[config.mk]
export PLATFORM = sky130hd
export DESIGN_NAME = nco_frequency_control
export DESIGN_NICKNAME = d
export VERILOG_FILES = /design/src/inc/nco_pkg.sv /design/src/verilog/nco_frequency_control.sv /design/src/verilog/sine_lookup.sv
export VERILOG_INCLUDE_DIRS = /design/src /design/src/inc
export SDC_FILE = /design/constraint.sdc
export NUM_CORES = 2
export LEC_CHECK = 0
export ABC_AREA = 1
export BUFFER_PORTS_ARGS = -buffer_cell sky130_fd_sc_hd__buf_2
export CAP_MARGIN = 20
export CORE_UTILIZATION = 45
export CTS_BUF_LIST = sky130_fd_sc_hd__clkbuf_16
export CTS_CLUSTER_SIZE = 8
export DETAILED_ROUTE_END_ITERATION = 10
export RECOVER_POWER = 100
export SYNTH_ARGS = -nofsm -noshare
export SYNTH_HDL_FRONTEND = slang
export SYNTH_SLANG_ARGS = --single-unit
[constraint.sdc]
create_clock -name i_clk_sys -period 20.6 [get_ports i_clk_sys]
set_input_delay 3.09 -clock i_clk_sys [delete_from_list [all_inputs] [get_ports i_clk_sys]]
set_output_delay 3.09 -clock i_clk_sys [all_outputs]
set_load 0.01 [all_outputs]
[src/inc/nco_cfg.svh]
`ifndef NCO_CFG_SVH
`define NCO_CFG_SVH

// ************************************************************
// Master register map of the write-only control port.
// ************************************************************
`define ADDR_CARRIER_LO   4'h0
`define ADDR_CARRIER_TOP  4'h5
`define ADDR_DEV_LO       4'h6
`define ADDR_SER_CFG      4'hc
`define ADDR_CTL          4'hd
`define ADDR_UPDATE       4'hf
`define REG_COUNT         16

// ************************************************************
// Field positions.
// ************************************************************
`define CTL_CARRIER_EN_BIT  7
`define CTL_SERIAL_EN_BIT   6
`define SER_BYTES_MSB       2
`define SER_BYTES_LSB       0

// ************************************************************
// Reset values.
// ************************************************************
`define CARRIER_TOP_RST   8'h40
`define SER_CFG_RST       8'h05
`define CTL_RST           8'hc0
`define CTL_PINS_RST      4'h8
`define SER_BYTES_MAX     3'h5

// ************************************************************
// Latency balancing counts, in DDS clock cycles.
// ************************************************************
`define UPD_XTRA          2
`define GATE_XTRA         3
`define SER_XTRA          4
`define OUT_XTRA          2

// ************************************************************
// Sine shaping constant, 0.225 scaled by 2048.
// ************************************************************
`define CORR_MUL          9'h1cd

`endif

[src/inc/nco_pkg.sv]
package nco_pkg;

  // ************************************************************
  // Pin groups carried through the synchronisers together.
  // ************************************************************
  typedef struct packed {
    logic       wr;
    logic       wr_en_n;
    logic [3:0] addr;
    logic [7:0] data;
  } host_pins_t;

  typedef struct packed {
    logic       update_n;
    logic       gate;
    logic [1:0] quad;
  } ctl_pins_t;

  typedef struct packed {
    logic clk;
    logic data;
    logic sync;
  } ser_pins_t;

  // Gray coded along idle, shift, hold, transfer.
  typedef enum logic [1:0] {
    SER_IDLE  = 2'b00,
    SER_SHIFT = 2'b01,
    SER_HOLD  = 2'b11,
    SER_XFER  = 2'b10
  } ser_state_t;

  typedef logic [47:0] freq_word_t;

endpackage

[src/verilog/nco_frequency_control.sv]
`timescale 1ns/1ps
`include "nco_cfg.svh"
// What this block does
// - Increment is carrier plus deviation plus tuning, modulo 2^48.
// - Each frequency term can be forced to zero.
// - Accumulate phase; top 24 bits address sine.
// - Round 16-bit amplitude to 14 DAC bits.
// - Phase bit 47 weighs 180 degrees, half a cycle.
// - Two pins pick 0/90/180/270 degree offset.
// - Write-only byte port with address, strobe, enable.
// - Update copies all master registers to slaves together.
// - Writes accepted up to half the DDS rate.
// - Update held: output follows write after eleven cycles.
// - Update after write: output follows fourteen cycles later.
// - Gate pin adds deviation; fourteen-cycle latency.
// - Serial word held, then moved to DDS slave.
// - Serial load takes 8N+3 serial clocks plus fifteen.
// - Serial word left-aligned, lower bits zero.
// - Write to address 15 acts as update.
// - Reset: carrier quarter rate, deviation off, serial on.
module nco_frequency_control (
  input  wire logic        i_clk_sys,
  input  wire logic        i_rst,
  input  wire logic        i_wr_strobe,
  input  wire logic        i_wr_en_n,
  input  wire logic [3:0]  i_addr,
  input  wire logic [7:0]  i_data,
  input  wire logic        i_update_n,
  input  wire logic        i_deviation_gate,
  input  wire logic        i_phase_quad_sel_lo,
  input  wire logic        i_phase_quad_sel_hi,
  input  wire logic        i_ser_clk,
  input  wire logic        i_ser_data,
  input  wire logic        i_ser_sync,
  output var  logic [13:0] o_dac
);

  // ************************************************************
  // Declarations.
  // ************************************************************
  nco_pkg::host_pins_t   host_s1_reg, host_s2_reg, host_s3_reg;
  nco_pkg::ctl_pins_t    ctl_s1_reg, ctl_s2_reg, ctl_s3_reg, ctl_filt_reg;
  nco_pkg::ser_pins_t    ser_s1_reg, ser_s2_reg, ser_s3_reg;
  nco_pkg::ser_state_t   ser_state_reg;
  nco_pkg::freq_word_t   carrier_word, deviation_term_word, tuning_term_word;
  nco_pkg::freq_word_t   carrier_eff, dev_eff, tune_eff;
  nco_pkg::freq_word_t   freq_sum_reg, phase_acc_reg;
  logic [7:0]            master_reg [0:`REG_COUNT-1];
  logic [7:0]            slave_reg  [0:`REG_COUNT-1];
  logic                  wr_take;
  logic                  upd15_reg;
  logic                  copy_now;
  logic [`UPD_XTRA-1:0]  upd_dly_reg;
  logic [`GATE_XTRA-1:0] gate_dly_reg;
  logic [`SER_XTRA-1:0]  ser_dly_reg;
  logic                  ser_edge;
  logic                  ser_fire_reg;
  logic [2:0]            ser_bytes;
  logic [5:0]            ser_nbits;
  logic [5:0]            ser_shamt;
  logic [5:0]            ser_cnt_reg;
  logic [39:0]           ser_shift_reg;
  logic [39:0]           ser_hold_reg;
  logic [39:0]           tune_slave_reg;
  logic [23:0]           phase_addr_reg;
  logic [15:0]           amp;
  logic [16:0]           rnd_sum;
  logic [13:0]           rounded;
  logic [13:0]           dac_dly_reg [0:`OUT_XTRA-1];

  // Power-on content of each master and slave byte.
  function automatic logic [7:0] reg_reset(input int idx);
    logic [7:0] val;
    val = 8'h00;
    if (idx == int'(`ADDR_CARRIER_TOP)) val = `CARRIER_TOP_RST;
    if (idx == int'(`ADDR_SER_CFG))     val = `SER_CFG_RST;
    if (idx == int'(`ADDR_CTL))         val = `CTL_RST;
    return val;
  endfunction

  // ************************************************************
  // Pin synchronisers.
  // ************************************************************
  // Every pin is asynchronous to the DDS clock, so each passes three stages.
  always_ff @(posedge i_clk_sys or posedge i_rst) begin
    if (i_rst) begin
      host_s1_reg <= '0;
      host_s2_reg <= '0;
      host_s3_reg <= '0;
      ctl_s1_reg  <= `CTL_PINS_RST;
      ctl_s2_reg  <= `CTL_PINS_RST;
      ctl_s3_reg  <= `CTL_PINS_RST;
      ser_s1_reg  <= '0;
      ser_s2_reg  <= '0;
      ser_s3_reg  <= '0;
    end else begin
      host_s1_reg <= {i_wr_strobe, i_wr_en_n, i_addr, i_data};
      host_s2_reg <= host_s1_reg;
      host_s3_reg <= host_s2_reg;
      ctl_s1_reg  <= {i_update_n, i_deviation_gate, i_phase_quad_sel_hi,
                      i_phase_quad_sel_lo};
      ctl_s2_reg  <= ctl_s1_reg;
      ctl_s3_reg  <= ctl_s2_reg;
      ser_s1_reg  <= {i_ser_clk, i_ser_data, i_ser_sync};
      ser_s2_reg  <= ser_s1_reg;
      ser_s3_reg  <= ser_s2_reg;
    end
  end

  // Level pins change only once two stages agree, which rejects a runt.
  always_ff @(posedge i_clk_sys or posedge i_rst) begin
    if (i_rst) begin
      ctl_filt_reg <= `CTL_PINS_RST;
    end else begin
      ctl_filt_reg <= (ctl_s3_reg & ~(ctl_s2_reg ^ ctl_s3_reg)) |
                      (ctl_filt_reg & (ctl_s2_reg ^ ctl_s3_reg));
    end
  end

  // ************************************************************
  // Parallel write port and master/slave registers.
  // ************************************************************
  // The strobe edge is taken from stages two and three without the agree
  // filter so that a one-cycle high, one-cycle low strobe still counts.
  assign wr_take = host_s2_reg.wr & ~host_s3_reg.wr & ~host_s2_reg.wr_en_n;

  // Update is active low; a write to the last address copies once as well.
  assign copy_now = ~upd_dly_reg[`UPD_XTRA-1] | upd15_reg;

  always_ff @(posedge i_clk_sys or posedge i_rst) begin
    if (i_rst) begin
      upd15_reg   <= 1'b0;
      upd_dly_reg <= '1;
    end else begin
      upd15_reg   <= wr_take && (host_s2_reg.addr == `ADDR_UPDATE);
      upd_dly_reg <= {upd_dly_reg[`UPD_XTRA-2:0], ctl_filt_reg.update_n};
    end
  end

  for (genvar g = 0; g < `REG_COUNT; g++) begin : g_regs
    localparam logic [7:0] RST_VAL = reg_reset(g);

    // Host bytes land in the master copy only.
    always_ff @(posedge i_clk_sys or posedge i_rst) begin
      if (i_rst) begin
        master_reg[g] <= RST_VAL;
      end else if (wr_take && (host_s2_reg.addr == 4'(g))) begin
        master_reg[g] <= host_s2_reg.data;
      end
    end

    // All slave bytes move in one cycle so a word never changes piecemeal.
    always_ff @(posedge i_clk_sys or posedge i_rst) begin
      if (i_rst) begin
        slave_reg[g] <= RST_VAL;
      end else if (copy_now) begin
        slave_reg[g] <= master_reg[g];
      end
    end
  end

  // ************************************************************
  // Serial tuning link.
  // ************************************************************
  // Counts outside one to five fall back to the full 40-bit word.
  assign ser_bytes = (slave_reg[`ADDR_SER_CFG][`SER_BYTES_MSB:`SER_BYTES_LSB] == 3'h0 ||
                      slave_reg[`ADDR_SER_CFG][`SER_BYTES_MSB:`SER_BYTES_LSB] > `SER_BYTES_MAX)
                     ? `SER_BYTES_MAX
                     : slave_reg[`ADDR_SER_CFG][`SER_BYTES_MSB:`SER_BYTES_LSB];
  assign ser_nbits = {ser_bytes, 3'b000};
  assign ser_shamt = {3'(`SER_BYTES_MAX - ser_bytes), 3'b000};
  assign ser_edge  = ser_s2_reg.clk & ~ser_s3_reg.clk;

  // One serial clock carries sync, 8N carry data, two finish the move.
  always_ff @(posedge i_clk_sys or posedge i_rst) begin
    if (i_rst) begin
      ser_state_reg <= nco_pkg::SER_IDLE;
      ser_cnt_reg   <= 6'h00;
      ser_shift_reg <= 40'h0;
      ser_hold_reg  <= 40'h0;
      ser_fire_reg  <= 1'b0;
    end else begin
      ser_fire_reg <= 1'b0;
      if (ser_edge) begin
        if (ser_s2_reg.sync) begin
          ser_state_reg <= nco_pkg::SER_SHIFT;
          ser_cnt_reg   <= 6'h00;
          ser_shift_reg <= 40'h0;
        end else begin
          case (ser_state_reg)
            nco_pkg::SER_SHIFT: begin
              ser_shift_reg <= {ser_shift_reg[38:0], ser_s2_reg.data};
              ser_cnt_reg   <= 6'(ser_cnt_reg + 6'h01);
              if (6'(ser_cnt_reg + 6'h01) == ser_nbits) begin
                ser_state_reg <= nco_pkg::SER_HOLD;
              end
            end
            nco_pkg::SER_HOLD: begin
              ser_hold_reg  <= ser_shift_reg << ser_shamt;
              ser_state_reg <= nco_pkg::SER_XFER;
            end
            nco_pkg::SER_XFER: begin
              ser_fire_reg  <= 1'b1;
              ser_state_reg <= nco_pkg::SER_IDLE;
            end
            default: begin
              ser_state_reg <= nco_pkg::SER_IDLE;
            end
          endcase
        end
      end
    end
  end

  // The delayed pulse lines the serial path up with its fifteen-cycle latency.
  always_ff @(posedge i_clk_sys or posedge i_rst) begin
    if (i_rst) begin
      ser_dly_reg    <= '0;
      tune_slave_reg <= 40'h0;
    end else begin
      ser_dly_reg <= {ser_dly_reg[`SER_XTRA-2:0], ser_fire_reg};
      if (ser_dly_reg[`SER_XTRA-1]) begin
        tune_slave_reg <= ser_hold_reg;
      end
    end
  end

  // ************************************************************
  // Frequency sum, phase accumulator and quadrant offset.
  // ************************************************************
  assign carrier_word        = {slave_reg[5], slave_reg[4], slave_reg[3],
                                slave_reg[2], slave_reg[1], slave_reg[0]};
  assign deviation_term_word = {slave_reg[11], slave_reg[10], slave_reg[9],
                                slave_reg[8], slave_reg[7], slave_reg[6]};
  assign tuning_term_word    = {tune_slave_reg, 8'h00};

  // The software enables are kept so an unused serial term can be dropped.
  assign carrier_eff = slave_reg[`ADDR_CTL][`CTL_CARRIER_EN_BIT] ? carrier_word : '0;
  assign dev_eff     = gate_dly_reg[`GATE_XTRA-1] ? deviation_term_word : '0;
  assign tune_eff    = slave_reg[`ADDR_CTL][`CTL_SERIAL_EN_BIT] ? tuning_term_word : '0;

  always_ff @(posedge i_clk_sys or posedge i_rst) begin
    if (i_rst) begin
      gate_dly_reg <= '0;
    end else begin
      gate_dly_reg <= {gate_dly_reg[`GATE_XTRA-2:0], ctl_filt_reg.gate};
    end
  end

  // Carry out of bit 47 is dropped, so the sum wraps like two's complement.
  always_ff @(posedge i_clk_sys or posedge i_rst) begin
    if (i_rst) begin
      freq_sum_reg   <= '0;
      phase_acc_reg  <= '0;
      phase_addr_reg <= 24'h000000;
    end else begin
      freq_sum_reg   <= carrier_eff + dev_eff + tune_eff;
      phase_acc_reg  <= phase_acc_reg + freq_sum_reg;
      phase_addr_reg <= phase_acc_reg[47:24] + {ctl_filt_reg.quad, 22'h000000};
    end
  end

  sine_lookup u_sine (
    .i_clk_sys (i_clk_sys),
    .i_rst     (i_rst),
    .i_phase   (phase_addr_reg),
    .o_amp     (amp)
  );

  // ************************************************************
  // Rounding and DAC output.
  // ************************************************************
  // Round half up; the top two codes would wrap, so they saturate instead.
  assign rnd_sum = {amp[15], amp} + 17'h00002;
  assign rounded = (rnd_sum[16] != rnd_sum[15]) ? 14'h1fff : rnd_sum[15:2];

  always_ff @(posedge i_clk_sys or posedge i_rst) begin
    if (i_rst) begin
      dac_dly_reg[0] <= 14'h0000;
      dac_dly_reg[1] <= 14'h0000;
      o_dac          <= 14'h0000;
    end else begin
      dac_dly_reg[0] <= rounded;
      dac_dly_reg[1] <= dac_dly_reg[0];
      o_dac          <= dac_dly_reg[`OUT_XTRA-1];
    end
  end
endmodule // nco_frequency_control

[src/verilog/sine_lookup.sv]
`timescale 1ns/1ps
module sine_lookup (
  input  wire logic        i_clk_sys,
  input  wire logic        i_rst,
  input  wire logic [23:0] i_phase,
  output var  logic [15:0] o_amp
);

  // ************************************************************
  // Computed sine over one full cycle of the 24-bit address.
  // ************************************************************
  // A stored table of 2^24 words is out of reach, so the amplitude is
  // shaped by a corrected parabola; peak error stays near 0.1 percent.
  logic [23:0] x_comp;
  logic [46:0] par_prod;
  logic [15:0] par;
  logic [15:0] par_sat;
  logic [15:0] room;
  logic [31:0] sq_prod;
  logic [24:0] corr_prod;
  logic [15:0] mag;
  logic [15:0] amp_next;

  // Bit 23 selects the negative half cycle; the rest is the position in it.
  assign x_comp    = 24'h800000 - {1'b0, i_phase[22:0]};
  assign par_prod  = i_phase[22:0] * x_comp;
  assign par       = par_prod[44:29];
  assign par_sat   = par[15] ? 16'h7fff : par;
  assign room      = 16'h8000 - par_sat;
  assign sq_prod   = par_sat * room;
  assign corr_prod = sq_prod[30:15] * `CORR_MUL;
  assign mag       = par_sat - {2'b00, corr_prod[24:11]};
  assign amp_next  = i_phase[23] ? 16'(~mag + 16'h0001) : mag;

  // One register stage stands in for the table read.
  always_ff @(posedge i_clk_sys or posedge i_rst) begin
    if (i_rst) begin
      o_amp <= 16'h0000;
    end else begin
      o_amp <= amp_next;
    end
  end

endmodule // sine_lookup

* Word-level counts from Yosys, hierarchy flattened
Cells that the tools add are included.
Cells by class: add/sub/neg operators 11, multipliers 3, $lt $le $gt $ge 1, equal/unequal tests 20, shift-type cells 1, muxes and demuxes 17, bitwise gates (word level) 15, reductions and logical operators 22
Operator list (count):
- $add 48x48->48 | 3
- $mux 48 | 3
- $mux 40 | 2
- $mul 23x24->45 | 1
- $shl 40x6->40 | 1
- $mul 16x16->31 | 1
- $eq 4x4->1 const B | 7
- $mul 16x9->25 const B | 1
- $add 24x24->24 | 1
- $sub 24x23->24 const A | 1
- $add 16x3->17 const B | 1
- $add 16x1->16 const B | 1
- $eq 4x3->1 const B | 4
- $mux 16 | 1
- $not 16->16 | 1
- $sub 16x14->16 | 1
- $sub 16x16->16 const A | 1
- $logic_and 1x1->1 | 15
- $mux 15 | 1
- $mux 14 | 1
- $mux 6 | 2
- $and 4x4->4 | 2
- $eq 4x2->1 const B | 2
- $add 6x1->6 const B | 1
- 24 further kinds | 35
Word-level totals: bits in registers 583, bits of input ports 23, output and inout bits 14, logic and storage cells 163

* Depth between registers and ports, before layout
word-level depth 10, depth in mapped cells 110, mapped depth without buffers 106

* By module
Synthesis repeated with hierarchy kept, for this count alone.
Unflattened totals: cells, all modules 7290, area, all modules 59321.9 um^2
Modules (own cells, without submodules):
- sine_lookup | instances 1, cells each 4126, area an instance 31345.1 um^2, seq. area each 400.4 um^2
- nco_frequency_control | instances 1, cells each 3164, area an instance 27976.8 um^2, seq. area each 13908.3 um^2

* Worst setup path before layout
No wires, ideal clock.
path type register to register, from register phase_addr_reg[0], to register u_sine.o_amp[10], setup time 0.134 ns, arrival time 18.989 ns, required time 20.466 ns, path slack 1.478 ns, cell stages (with the launch flop) 96, path buffers 5, clock period less this slack 19.122 ns, cells stage by stage dfrtp_1 > inv_1 > clkbuf_1 > ha_1 > nand2_1 > nor3_1 > nand3_1 > inv_1 > nand2_1 > nor3_2 > nand4_1 > nor2_1 > ha_1 > clkbuf_1 > inv_1 > clkbuf_1 > nand2_1 > fa_1 > [... 60 more ...] > a21oi_1 > o21ai_0 > o21bai_1 > a21oi_1 > or2_2 > nand2_1 > a21oi_1 > xor2_1 > ha_1 > nand2_1 > inv_1 > a21oi_1 > nand2_1 > a21oi_1 > xor2_1 > nor3_1 > or2_2 > xor2_1
Between the ends: longest elaborated chain between the ends 10
Ends and longest elaborated chain:
- start: declaration | RTL line nco_frequency_control.sv:65 | logic [23:0] phase_addr_reg;
- start signal: assignment | RTL line nco_frequency_control.sv:259 | phase_addr_reg <= phase_acc_reg[47:24] + {ctl_filt_reg.quad, 22'h000000};
- $sub 24x23->24 | RTL line sine_lookup.sv:25 | assign x_comp = 24'h800000 - {1'b0, i_phase[22:0]};
- $mul 23x24->45 (*) | RTL line sine_lookup.sv:26 | assign par_prod = i_phase[22:0] * x_comp;
- $mux 15 (*) | RTL line sine_lookup.sv:28 | assign par_sat = par[15] ? 16'h7fff : par;
- $sub 16x16->16 | RTL line sine_lookup.sv:29 | assign room = 16'h8000 - par_sat;
- $mul 16x16->31 | RTL line sine_lookup.sv:30 | assign sq_prod = par_sat * room;
- $mul 16x9->25 (no source line)
- $sub 16x14->16 (*) | RTL line sine_lookup.sv:32 | assign mag = par_sat - {2'b00, corr_prod[24:11]};
- $not 16->16 | RTL line sine_lookup.sv:33 | assign amp_next = i_phase[23] ? 16'(~mag + 16'h0001) : mag;
- $add 16x1->16 | RTL line sine_lookup.sv:33
- $mux 16 (*) | RTL line sine_lookup.sv:33
- net u_sine.amp_next[10] | RTL line sine_lookup.sv:22 | logic [15:0] amp_next;
- end signal: assignment | RTL line sine_lookup.sv:40 | o_amp <= amp_next;
- end: declaration | RTL line sine_lookup.sv:6 | output var logic [15:0] o_amp
Mark *: on every way through the listed nets, which the timed path passes. The rest lies on a longest branch. A chain may end at the register's enable or synchronous reset.

* Final worst setup path
from register phase_addr_reg[4], to register u_sine.o_amp[15]
The elaborated chain is that of the path after synthesis.

==> results.cfg <==
[routing]
post_drt_wl_per_cell_um = 18.53
drcViolationCount = 0
avgViaCountPerCell = 5.201
dr_total_vias = 44810
wirelength_mm = 159.6
number_of_detailed_routing_iterations_run_before_antenna_repair = 6
route.antenna.remaining_nets = 0
drt_first_iter_violations = 3387

[timing]
period_needed_ns = 19.65
worst_clock_skew_ns = 0.06853
finalWorstSetupSlack_ns = 0.9528
slew_headroom_pct = -315.1
setup_violations = 0
max_clock_freq_ghz = 0.05090
final_hold_viol_count = 0
maxSlewViolCount = 906
tightestPinTransition_ns = 6.193
final_min_period_over_clock_period_pct = 95.37

[place]
place_ws_ns = 0.003167
number_of_placed_cells_counting_well_taps = 8472
final_weighted_congestion_of_routability_driven_global_placement = 0.9980
port_buf_inserts = 36
detailed_place_hpwl_mm = 129.0

[die]
initial_utilization_pct = 45.49
num_io_pins = 37
fp-row-count = 130
die_width_um = 358.8
die-area_mm2 = 0.1287
die_height_um = 358.8
floorplan.core_area_mm2 = 0.1259

[worst_setup_path]
critical_path.max_stage_delay_ns = 0.63
critical_path_class = flip-flop to flip-flop
launching_element_type_of_the_critical_path = flip-flop
cpMostUsedCell = inv_1
category_of_the_worst_setup_path_capture_point = flip-flop
cp.required_ns = 21.12
crit_path_max_fanout = 10
worstPathArrival_ns = 20.17
crit_path_top_delay_cell = fa_1

[logic_synthesis]
ys.warnings.count = 0
syn-instance-count = 6787
number_of_flops_mapped_to_enable_cells_by_yosys = 0
synth-main-ff-cell = dfrtp_1
synthesis.area_mm2 = 0.05727
synth_area_leaders = fa_1 25%, dfrtp_1 24%, ha_1 11%
postSynthAreaPerCell_um2 = 8.439
count_of_unique_library_cells_instantiated_by_yosys = 58
synth-async-reset-ratio_pct = 100.0
synth_top_cell_by_area = fa_1
ys_seq_elements = 570
yosysSeqAreaShare_pct = 24.94
synth_largest_type_area_fraction_pct = 24.99

[run_status]
outcome = finished, violations left
failed_checks = capacitance limit, slew limit

[grt]
gr-usage-all-layers_pct = 25.62
globalRouteOverflowTotal = 0
grt_antenna_before_repair = 2
first_global_vias = 45810
grt_first_pass_wirelength_mm = 255.1
grt_max_degree = 139

[clock_tree]
ctsHtreeMaxLevel = 3
cts_tree = yes
path_clk_slew_ns = 0.05
clock_latency_ns = 0.68
maximum_buffer_depth_of_the_clock_tree = 3
cts-hold-fix-buffers = 0
clk_root_buf = clkbuf_16
tritoncts.num_buffers = 83
numClockSinks = 570

[layout]
largest_register_ff_count = 101
area_growth_pct = 9.977
share_of_post_route_cells_with_drive_strength_above_1_pct = 7.624
final_cell_count_no_fill = 8616
utilization_pct = 50.03
final_nets = 8149

[run]
maxCapViolCount = 14

[min_path]
min-delay-path-class = flip-flop to flip-flop
## repair_timing
| action | in CTS | in global routing |
|---|---|---|
| pin swaps | 0 | 20 |
| gates resized for setup | 2 | 95 |
| endpoints found under the hold margin | 0 | 0 |
| setup endpoints to repair | 2 | 13 |
| setup buffers | 0 | 17 |
## cells in the mapped netlist (all sizes together), types with 6 or more instances
cell,instances
inv,1481
nand2,1429
fa,715
nor2,625
dfrtp,554
ha,485
o21ai,279
a21oi,267
clkbuf,159
mux2,120
xor2,117
nand3,114
o22ai,55
xnor2,50
nor3,48
nand4,44
a31oi,38
o21bai,27
buf,25
clkinv,17
dfstp,16
o211ai,15
a21o,13
nor4,12
o21a,12
o221ai,11
a21boi,9
or2,8
nand3b,6
## cell type report
cell class | count | area [um^2]
Clock buffer | 83 | 2077
Antenna cell | 1 | 2.502
Timing Repair Buffer | 204 | 1423
Clock inverter | 41 | 385.4
Tap cell | 1650 | 2064
Inverter | 1498 | 5634
Multi-Input combinational cell | 4569 | 37110
Sequential cell | 570 | 14290
Fill cell | 12345 | 62910
## through the flow
step	TNS [ns]	area, um^2	hold slack (ns)
6_report	0	62990	0.3427
5_1_grt	-0.2354	62980	0.3478
4_1_cts	0	62560	0.3417
3_5_place_dp	0	60090	0.3347
3_3_place_gp	0	60090	0.3312
2_1_floorplan	0	57400	0.3312
## critical path: cells and delay by family (launching register included)
family	cells	cell delay [ns]
AO/OA/AOI/OAI	8	1.44
XOR/XNOR	3	0.61
adder cells (fa/ha/maj)	23	10.23
buffers and inverters	23	2.30
flip-flops	1	0.43
AND/OR/NAND/NOR	34	4.48
## final timing paths
| check | from | end | slack (ns) | cells past startpoint |
|---|---|---|---|---|
| setup / recovery | phase_addr_reg[4] | u_sine.o_amp[15] | 0.95 | 91 |
| hold / removal | ser_dly_reg[1] | ser_dly_reg[2] | 0.34 | 0 |
| setup reg to reg | phase_addr_reg[4] | u_sine.o_amp[15] | 0.95 | 91 |
| hold reg to reg | ser_dly_reg[1] | ser_dly_reg[2] | 0.34 | 0 |
| max in group asynchronous | i_rst | phase_addr_reg[1] | 8.07 | 4 |
| min in group asynchronous | i_rst | master_reg[116] | 4.33 | 2 |
## placed cells by master (no fill, tap or decap), types with 8 or more instances in the layout
| cell type | count |
|---|---|
| clkbuf_1 | 30 |
| buf_2 | 20 |
| inv_2 | 10 |
| a31oi_1 | 37 |
| o21a_1 | 12 |
| a21oi_1 | 252 |
| ha_1 | 475 |
| dfstp_2 | 12 |
| xor2_1 | 112 |
| dfrtp_1 | 551 |
| o21bai_1 | 25 |
| nor3_1 | 39 |
| a21oi_2 | 15 |
| fa_1 | 712 |
| a21boi_0 | 8 |
| nand2_1 | 1411 |
| clkbuf_16 | 84 |
| a21o_1 | 13 |
| mux2_2 | 120 |
| nor2_4 | 11 |
| conb_1 | 36 |
| o211ai_1 | 15 |
| clkinv_1 | 18 |
| nor2_2 | 17 |
| o22ai_1 | 55 |
| nor2_1 | 594 |
| inv_1 | 1496 |
| or2_2 | 8 |
| buf_4 | 147 |
| nand3_1 | 107 |
| o21ai_0 | 273 |
| nor4_1 | 11 |
| xnor2_1 | 47 |
| nand4_1 | 44 |
| nand2_2 | 18 |
| o221ai_1 | 11 |
## layer usage
metal	track usage (%)	vias to the layer above	wire, um
met4	7.441	2	4685
met3	4.244	253	11310
met5	0	-	13
met1	36.78	22207	72420
met2	39.83	1408	71220
li1	-	20940	-
## cell families (layout without fill, tap and decap cells)
| kind of cell | count (synthesis) | after routing | share of synthesized area [%] |
|---|---|---|---|
| AOI/OAI and AO/OA | 749 | 749 | 7.314 |
| and+or+nand+nor | 2293 | 2293 | 16.03 |
| xor gates and xnor gates | 167 | 167 | 2.580 |
| DFF | 570 | 570 | 24.94 |
| adders and majority gates | 1204 | 1204 | 35.66 |
| other | 2 | 37 | 0.01311 |
| buffers and inverters | 1682 | 1826 | 11.10 |
| muxes | 120 | 120 | 2.359 |
Power is left out: the tool's default activity adds up to more than one toggle a clock period on the data nets, which glitch-free logic cannot reach.
